==> src/design/clock_gate_pkg.sv <==
// Purpose: constants for the second run-mode clock gating bank
// Assumes: 32-bit APB, byte addresses
// Notes: one word per register
`default_nettype none
package clock_gate_pkg;
  localparam int ADDR_W = 12;
  localparam logic [11:0] RUN_GATE_OFF = 12'h108;
  localparam logic [11:0] SLEEP_GATE_OFF = 12'h118;
  localparam logic [11:0] DEEP_GATE_OFF = 12'h128;
  localparam logic [11:0] RUN_CFG_OFF = 12'h060;
  localparam logic [11:0] IRQ_STATUS_OFF = 12'h200;
  localparam logic [11:0] IRQ_MASK_OFF = 12'h204;
  localparam int UNIT_N = 9;
  localparam int BIT_PHY = 30;
  localparam int BIT_MAC = 28;
  localparam int BIT_PORT_G = 6;
  localparam logic [31:0] GATE_WRITABLE = 32'h5000007f;
  localparam logic [31:0] GATE_RESET = 32'h00000000;
  localparam int BIT_AUTO_GATE = 27;
  localparam logic [31:0] CFG_WRITABLE = 32'h08000000;
  localparam logic [31:0] CFG_RESET = 32'h00000000;
  localparam logic [31:0] IRQ_WRITABLE = 32'h00000001;
  localparam int IRQ_FAULT_BIT = 0;
  typedef enum logic [1:0] {
    MODE_RUN = 2'b00,
    MODE_SLEEP = 2'b01,
    MODE_DEEP = 2'b10
  } power_mode_type;
endpackage
`default_nettype wire

==> src/design/run_mode_clock_gating_2.sv <==
// Purpose: clock gating control bank with APB slave and fault status
// Assumes: one clock, units sit behind a decoded peripheral bus
// Notes: unit enables are registered; zero wait states on APB
//
// Implementation choice: the APB slave port.
`default_nettype none
module run_mode_clock_gating_2
  import clock_gate_pkg::*;
(
  input wire logic clk,
  input wire logic rst_b,
  input wire logic psel,
  input wire logic penable,
  input wire logic pwrite,
  input wire logic [clock_gate_pkg::ADDR_W-1:0] paddr,
  input wire logic [31:0] pwdata,
  output logic [31:0] prdata,
  output logic pready,
  output logic pslverr,
  input wire clock_gate_pkg::power_mode_type powerMode,
  input wire logic [clock_gate_pkg::UNIT_N-1:0] unitAccess,
  output logic [clock_gate_pkg::UNIT_N-1:0] unitClockOn,
  output logic [clock_gate_pkg::UNIT_N-1:0] unitDisable,
  output logic [clock_gate_pkg::UNIT_N-1:0] unitFault,
  output logic irq
);
  import clock_gate_pkg::*;

  // ****************************************
  // State
  // ****************************************
  typedef struct packed {
    logic [31:0] runGate;
    logic [31:0] sleepGate;
    logic [31:0] deepGate;
    logic [31:0] runCfg;
    logic [31:0] irqStatus;
    logic [31:0] irqMask;
    logic [31:0] rdata;
    logic [UNIT_N-1:0] clockOn;
    logic [UNIT_N-1:0] fault;
  } state_type;

  state_type state_q;
  state_type state_d;
  logic [31:0] activeGate;
  logic [UNIT_N-1:0] activeOn;
  logic wrEn;
  logic rdEn;
  logic faultEvent;
  logic autoGate;
  logic [31:0] modeGate;
  logic setupCycle;
  logic accessCycle;
  logic runHit;
  logic sleepHit;
  logic deepHit;
  logic cfgHit;
  logic statusHit;
  logic maskHit;
  logic mappedHit;
  logic runWr;
  logic sleepWr;
  logic deepWr;
  logic cfgWr;
  logic statusWr;
  logic maskWr;
  logic [31:0] runGateWr;
  logic [31:0] sleepGateWr;
  logic [31:0] deepGateWr;
  logic [31:0] runCfgWr;
  logic [31:0] irqMaskWr;
  logic [31:0] statusClr;
  logic [31:0] statusSet;
  logic [31:0] readMux;
  logic [UNIT_N-1:0] faultVec;
  logic irqPending;

  // ****************************************
  // Mode selection
  // ****************************************
  // Auto gating bit lets the power mode pick the bank
  assign autoGate = state_q.runCfg[BIT_AUTO_GATE];

  always_comb begin
    modeGate = state_q.runGate;
    case (powerMode)
      MODE_RUN: begin
        modeGate = state_q.runGate;
      end
      MODE_SLEEP: begin
        modeGate = state_q.sleepGate;
      end
      MODE_DEEP: begin
        modeGate = state_q.deepGate;
      end
      default: begin
        modeGate = state_q.runGate;
      end
    endcase
  end

  // Without auto gating the run bank stays in force
  always_comb begin
    activeGate = state_q.runGate;
    if (autoGate) begin
      activeGate = modeGate;
    end
  end

  unit_gate_map u_map (
    .gateWord(activeGate),
    .unitOn(activeOn)
  );

  // ****************************************
  // Bus phase and address decode
  // ****************************************
  // Setup cycle latches read data, access cycle commits writes
  assign setupCycle = psel && !penable;
  assign accessCycle = psel && penable;
  assign wrEn = accessCycle && pwrite;
  assign rdEn = setupCycle && !pwrite;

  assign runHit = (paddr == RUN_GATE_OFF);
  assign sleepHit = (paddr == SLEEP_GATE_OFF);
  assign deepHit = (paddr == DEEP_GATE_OFF);
  assign cfgHit = (paddr == RUN_CFG_OFF);
  assign statusHit = (paddr == IRQ_STATUS_OFF);
  assign maskHit = (paddr == IRQ_MASK_OFF);
  assign mappedHit = runHit || sleepHit || deepHit || cfgHit || statusHit || maskHit;

  // ****************************************
  // Write strobes
  // ****************************************
  // Unmapped offsets get no strobe, so such writes are dropped
  assign runWr = wrEn && runHit;
  assign sleepWr = wrEn && sleepHit;
  assign deepWr = wrEn && deepHit;
  assign cfgWr = wrEn && cfgHit;
  assign statusWr = wrEn && statusHit;
  assign maskWr = wrEn && maskHit;

  // ****************************************
  // Write data masking
  // ****************************************
  // Reserved positions never store a one
  assign runGateWr = pwdata & GATE_WRITABLE;
  assign sleepGateWr = pwdata & GATE_WRITABLE;
  assign deepGateWr = pwdata & GATE_WRITABLE;
  assign runCfgWr = pwdata & CFG_WRITABLE;
  assign irqMaskWr = pwdata & IRQ_WRITABLE;
  assign statusClr = pwdata & IRQ_WRITABLE;

  // ****************************************
  // Fault capture
  // ****************************************
  // Access to an unclocked unit flags that unit
  generate
    for (genvar u = 0; u < UNIT_N; u++) begin : g_fault
      assign faultVec[u] = unitAccess[u] && !state_q.clockOn[u];
    end
  endgenerate

  assign faultEvent = |faultVec;

  always_comb begin
    statusSet = 32'h00000000;
    statusSet[IRQ_FAULT_BIT] = faultEvent;
  end

  // ****************************************
  // Read multiplexer
  // ****************************************
  // Unmapped offsets read as zero
  always_comb begin
    readMux = 32'h00000000;
    if (runHit) begin
      readMux = state_q.runGate;
    end
    if (sleepHit) begin
      readMux = state_q.sleepGate;
    end
    if (deepHit) begin
      readMux = state_q.deepGate;
    end
    if (cfgHit) begin
      readMux = state_q.runCfg;
    end
    if (statusHit) begin
      readMux = state_q.irqStatus;
    end
    if (maskHit) begin
      readMux = state_q.irqMask;
    end
  end

  // ****************************************
  // Next state
  // ****************************************
  always_comb begin
    state_d = state_q;
    state_d.clockOn = activeOn;
    state_d.fault = faultVec;
    if (runWr) begin
      state_d.runGate = runGateWr;
    end
    if (sleepWr) begin
      state_d.sleepGate = sleepGateWr;
    end
    if (deepWr) begin
      state_d.deepGate = deepGateWr;
    end
    if (cfgWr) begin
      state_d.runCfg = runCfgWr;
    end
    if (maskWr) begin
      state_d.irqMask = irqMaskWr;
    end
    if (statusWr) begin
      state_d.irqStatus = state_q.irqStatus & ~statusClr;
    end
    // Set wins over a simultaneous clear
    state_d.irqStatus = state_d.irqStatus | statusSet;
    if (rdEn) begin
      state_d.rdata = readMux;
    end
  end

  // ****************************************
  // Registers
  // ****************************************
  always_ff @(posedge clk or negedge rst_b) begin
    if (!rst_b) begin
      state_q.runGate <= GATE_RESET;
      state_q.sleepGate <= GATE_RESET;
      state_q.deepGate <= GATE_RESET;
      state_q.runCfg <= CFG_RESET;
      state_q.irqStatus <= 32'h00000000;
      state_q.irqMask <= 32'h00000000;
      state_q.rdata <= 32'h00000000;
      state_q.clockOn <= '0;
      state_q.fault <= '0;
    end else begin
      state_q <= state_d;
    end
  end

  // ****************************************
  // Outputs
  // ****************************************
  always_comb begin
    pslverr = 1'b0;
    if (psel && penable) begin
      case (paddr)
        RUN_GATE_OFF, SLEEP_GATE_OFF, DEEP_GATE_OFF: pslverr = 1'b0;
        RUN_CFG_OFF, IRQ_STATUS_OFF, IRQ_MASK_OFF: pslverr = 1'b0;
        default: pslverr = 1'b1;
      endcase
    end
  end


  // ****************************************
  // Bus answer
  // ****************************************
  // No wait states; read data comes from the setup-cycle latch
  assign pready = 1'b1;
  assign prdata = state_q.rdata;

  // ****************************************
  // Unit enables
  // ****************************************
  generate
    for (genvar u = 0; u < UNIT_N; u++) begin : g_unit
      assign unitClockOn[u] = state_q.clockOn[u];
      // Exact complement, so no unit is half gated
      assign unitDisable[u] = !state_q.clockOn[u];
      assign unitFault[u] = state_q.fault[u];
    end
  endgenerate

  // ****************************************
  // Interrupt
  // ****************************************
  // Level output, high while an unmasked status bit is set
  assign irqPending = |(state_q.irqStatus & state_q.irqMask);
  assign irq = irqPending;
endmodule
`default_nettype wire

==> src/design/unit_gate_map.sv <==
// Purpose: maps a 32-bit gating word onto the unit enables
// Assumes: unit order phy, mac, ports g..a
// Notes: pure combinational
`default_nettype none
module unit_gate_map
  import clock_gate_pkg::*;
(
  input wire logic [31:0] gateWord,
  output logic [clock_gate_pkg::UNIT_N-1:0] unitOn
);
  import clock_gate_pkg::*;
  genvar i;
  // Bit 8 phy, bit 7 mac, bits 6..0 ports g..a
  assign unitOn[UNIT_N-1] = gateWord[BIT_PHY];
  assign unitOn[UNIT_N-2] = gateWord[BIT_MAC];
  generate
    for (i = 0; i <= BIT_PORT_G; i++) begin : g_port
      assign unitOn[i] = gateWord[i];
    end
  endgenerate
endmodule
`default_nettype wire

==> config.mk <==
export PLATFORM = sky130hd
export DESIGN_NAME = run_mode_clock_gating_2
export DESIGN_NICKNAME = d
export VERILOG_FILES = /design/src/design/clock_gate_pkg.sv /design/src/design/run_mode_clock_gating_2.sv /design/src/design/unit_gate_map.sv
export SDC_FILE = /design/constraint.sdc
export NUM_CORES = 1
export LEC_CHECK = 0
export BUFFER_PORTS_ARGS = -buffer_cell sky130_fd_sc_hd__buf_4
export CAP_MARGIN = 20
export CORE_ASPECT_RATIO = 2
export CORE_MARGIN = 2
export CORE_UTILIZATION = 44
export DETAILED_ROUTE_END_ITERATION = 16
export GPL_ROUTABILITY_DRIVEN = 0
export HOLD_SLACK_MARGIN = 0.02
export PLACE_DENSITY = 0.82
export SLEW_MARGIN = 25
export SYNTH_ARGS = -nofsm -noshare
export SYNTH_HDL_FRONTEND = slang
export SYNTH_SLANG_ARGS = --single-unit
export TNS_END_PERCENT = 10
==> constraint.sdc <==
create_clock -name clk -period 1.7 [get_ports clk]
set_input_delay 0.255 -clock clk [delete_from_list [all_inputs] [get_ports clk]]
set_output_delay 0.255 -clock clk [all_outputs]
set_load 0.02 [all_outputs]
==> results.yml <==
layout:
  num_antenna_cells: 0
  multi_input_area_sq_um: 1227
  drive_above_1_share_pct: 41.35
  final_area_sq_um: 3831
  fin_nets: 398
  fin_util_pct: 57.86
  area.sequential_sq_um: 1451
  fillCellCount: 568
  area_growth_pct: 27.27
clock_network:
  numCtsBuffers: 9
  cts_tree: "yes"
  htreeDepth: 3
  clk_pin_slew_ns: 0.05
  clkLatencyLatePin_ns: 0.32
  clock_sinks: 58
  cts_root_buf: "clkbuf_16"
  cts_buffer_depth: 2
floorplan:
  fp-row-count: 42
  start_util_pct: 45.46
  dieArea_sq_um: 7560
  pin_count: 122
  die_h_um: 121.0
  die_x_um: 62.49
  core_sq_um: 6621
timing:
  setup_viol: 24
  maxSlewViolCount: 0
  rsz0062_at_grt: "true"
  worst_slack_ns: -0.1837
  post-route-period-util_pct: 110.8
  max_freq_ghz: 0.5309
  hold_viol_final: 0
  post-route-min-period_ns: 1.884
  max-slew-margin-rel_pct: 52.41
  worst_pin_slew_ns: 0.7139
  clock_skew_ns: 0.002571
critical_path:
  crit_arrival_ns: 1.63
  setup.worst_path.class: "in -> out"
  endpoint_kind: "output pin"
  reg2reg_depth: 5
  reg2reg_slack_ns: 0.42
  cp-start-kind: "input port"
  cp.required_ns: 1.44
  crit_fanout: 2
synthesis:
  synth_edf_count: 0
  synth-seq-cells: 58
  async_reset_ff_share_pct: 100.0
  synth_top_area_cell: "dfrtp_1"
  synthTopCellsByArea: "dfrtp_1 (48%), buf_4 (13%), mux2_2 (11%), o21ai_0 (3.2%), mux2i_1 (3.0%)"
  yosysSeqAreaShare_pct: 48.21
  netlist.area_leader.share_pct: 48.21
  synthDistinctLibCells: 39
  yosysWarnings: 0
  syn-cell-area_sq_um: 3010
  syn_inst: 274
  synth-main-ff-cell: "dfrtp_1"
  synth_area_per_cell_sq_um: 10.99
global_route:
  gr-total-overflow: 0
  antenna_found_initial: 0
  grt_max_degree: 59
  grt.met1_usage_pct: 15.83
  use_met2_pct: 33.47
  grt_most_used_layer: "met2"
  gr-usage-met3_pct: 5.380
  grt_usage_pct: 18.13
  grt_pass1_wl_um: 10320
  first_global_vias: 2203
power:
  power.switching_uw: 723.7
  peakVddDrop_mv: 0.6122
  p_int_uw: 2604
  clock_power_share_pct: 49.4
  switching_share_pct: 21.75
  pwr-share-seq_pct: 42.1
  p_leak_uw: 0.001944
  powerDensity_nw_per_um2: 868.6
  p_comb_share_pct: 8.5
worst_hold_path:
  hold_path_class: "in -> reg"
  whs_path_depth: 2
placed_design:
  dpl.hpwl_um: 4964
  portBuffers: 76
  place_area_sq_um: 3443
detailed_routing:
  vias: 2167
  post_drt_wl_per_cell_um: 15.66
  ant_nets: 0
  vias_per_cell: 5.051
  drc: 0
  drt_pass1_iterations: 4
  drtIter0Drc: 84
  drt_wl_total_um: 6720
run_status:
  violations: "negative setup slack"
  status: "complete, but fails checks"
run:
  timing.max_cap.violations: 0
==> power by group through the flow <==
stage / sequential, uW / clock (uW) / combinational [uW]
2_1_floorplan: 1420 / 0 / 174
3_3_place_gp: 1420 / 0 / 265
3_5_place_dp: 1420 / 0 / 271
5_1_grt: 1400 / 1730 / 303
6_report: 1400 / 1640 / 283
4_1_cts: 1400 / 1690 / 277
==> cell usage after synthesis (3+ instances only) <==
cell type / count
inv_1: 11
o21ai_0: 19
nand2_1: 23
mux2_2: 29
nor3_1: 3
buf_4: 51
nand3_1: 3
a22oi_1: 10
dfrtp_1: 58
nor2b_1: 11
clkbuf_1: 7
mux2i_1: 9
buf_1: 3
a22o_1: 8
==> logic make-up after synthesis <==
group                      after synthesis  share of synthesized area [%]
other                                    2                         0.2495
muxes                                   38                          13.84
adders and majority gates                2                         0.8311
AOI/OAI and AO/OA                       41                          9.019
and+or+nand+nor                         59                          11.97
DFF                                     58                          48.21
buffers and inverters                   74                          15.88
==> path summary, 6_finish.rpt <==
check | endpoint | startpoint
setup / recovery | pslverr | paddr[7]
hold / removal | autoGate | pwdata[27]
setup reg to reg | state_q[82] | unitClockOn[5]
hold reg to reg | unitFault[7] | unitClockOn[7]
max in group asynchronous | unitFault[3] | rst_b
min in group asynchronous | state_q[176] | rst_b
==> worst max-delay path: stages <==
cell and delay [ns]:
buf_6 0.09, or4_4 0.54, nor3_1 0.26, o21ai_0 0.12, and4_1 0.22, buf_6 0.13
==> metal layers <==
metal | wire, um | up-vias
li1 | - | 993
met1 | 2219 | 1034
met2 | 3759 | 111
met3 | 407 | 29
met4 | 334 | 0
met5 | 0 | -
==> cell type report <==
class | instances | share of cell area [%]
Clock buffer | 14 | 7.152
Clock inverter | 2 | 0.2613
Inverter | 11 | 1.078
Multi-Input combinational cell | 164 | 32.04
Sequential cell | 58 | 37.88
Tap cell | 88 | 2.874
Timing Repair Buffer | 92 | 18.71
==> placed cells by master, fill, tap and decap left out, types with 8 or more instances in the layout <==
cell type	n
mux2i_1	9
clkbuf_16	9
dfrtp_1	58
nor2b_1	11
conb_1	23
buf_4	87
nand2_1	22
inv_1	11
a22oi_1	10
a22o_1	8
mux2_4	9
mux2_2	20
o21ai_0	19
==> registers in the layout, indices dropped and copies added (netlist names) <==
name,flops
autoGate,1
unitClockOn,9
unitFault,9
prdata,10
state_q,29
==> metrics by stage <==
stage | total power (uW) | hold WS, ns | TNS, ns | worst slack [ns] | std cells
2_1_floorplan | 1595 | -0.04059 | -5.909 | -0.3011 | 295
3_3_place_gp | 1686 | 0.3416 | -10.33 | -0.3234 | 409
3_5_place_dp | 1692 | 0.3473 | -11.34 | -0.3652 | 409
4_1_cts | 3363 | 0.1556 | -2.175 | -0.2348 | 427
5_1_grt | 3435 | 0.1713 | -2.367 | -0.2127 | 429
6_report | 3328 | 0.1738 | -1.362 | -0.1837 | 429
==> repair_timing <==
action                                  CTS  global route
setup buffers                             1             1
hold buffers                              1             0
pin swaps                                 5             1
cloned                                    0             1
hold endpoints to repair                 58             0
endpoints found under the setup margin   18            37
gates resized for setup                  13             2
Note: power is estimated with default switching activity, not from simulation.
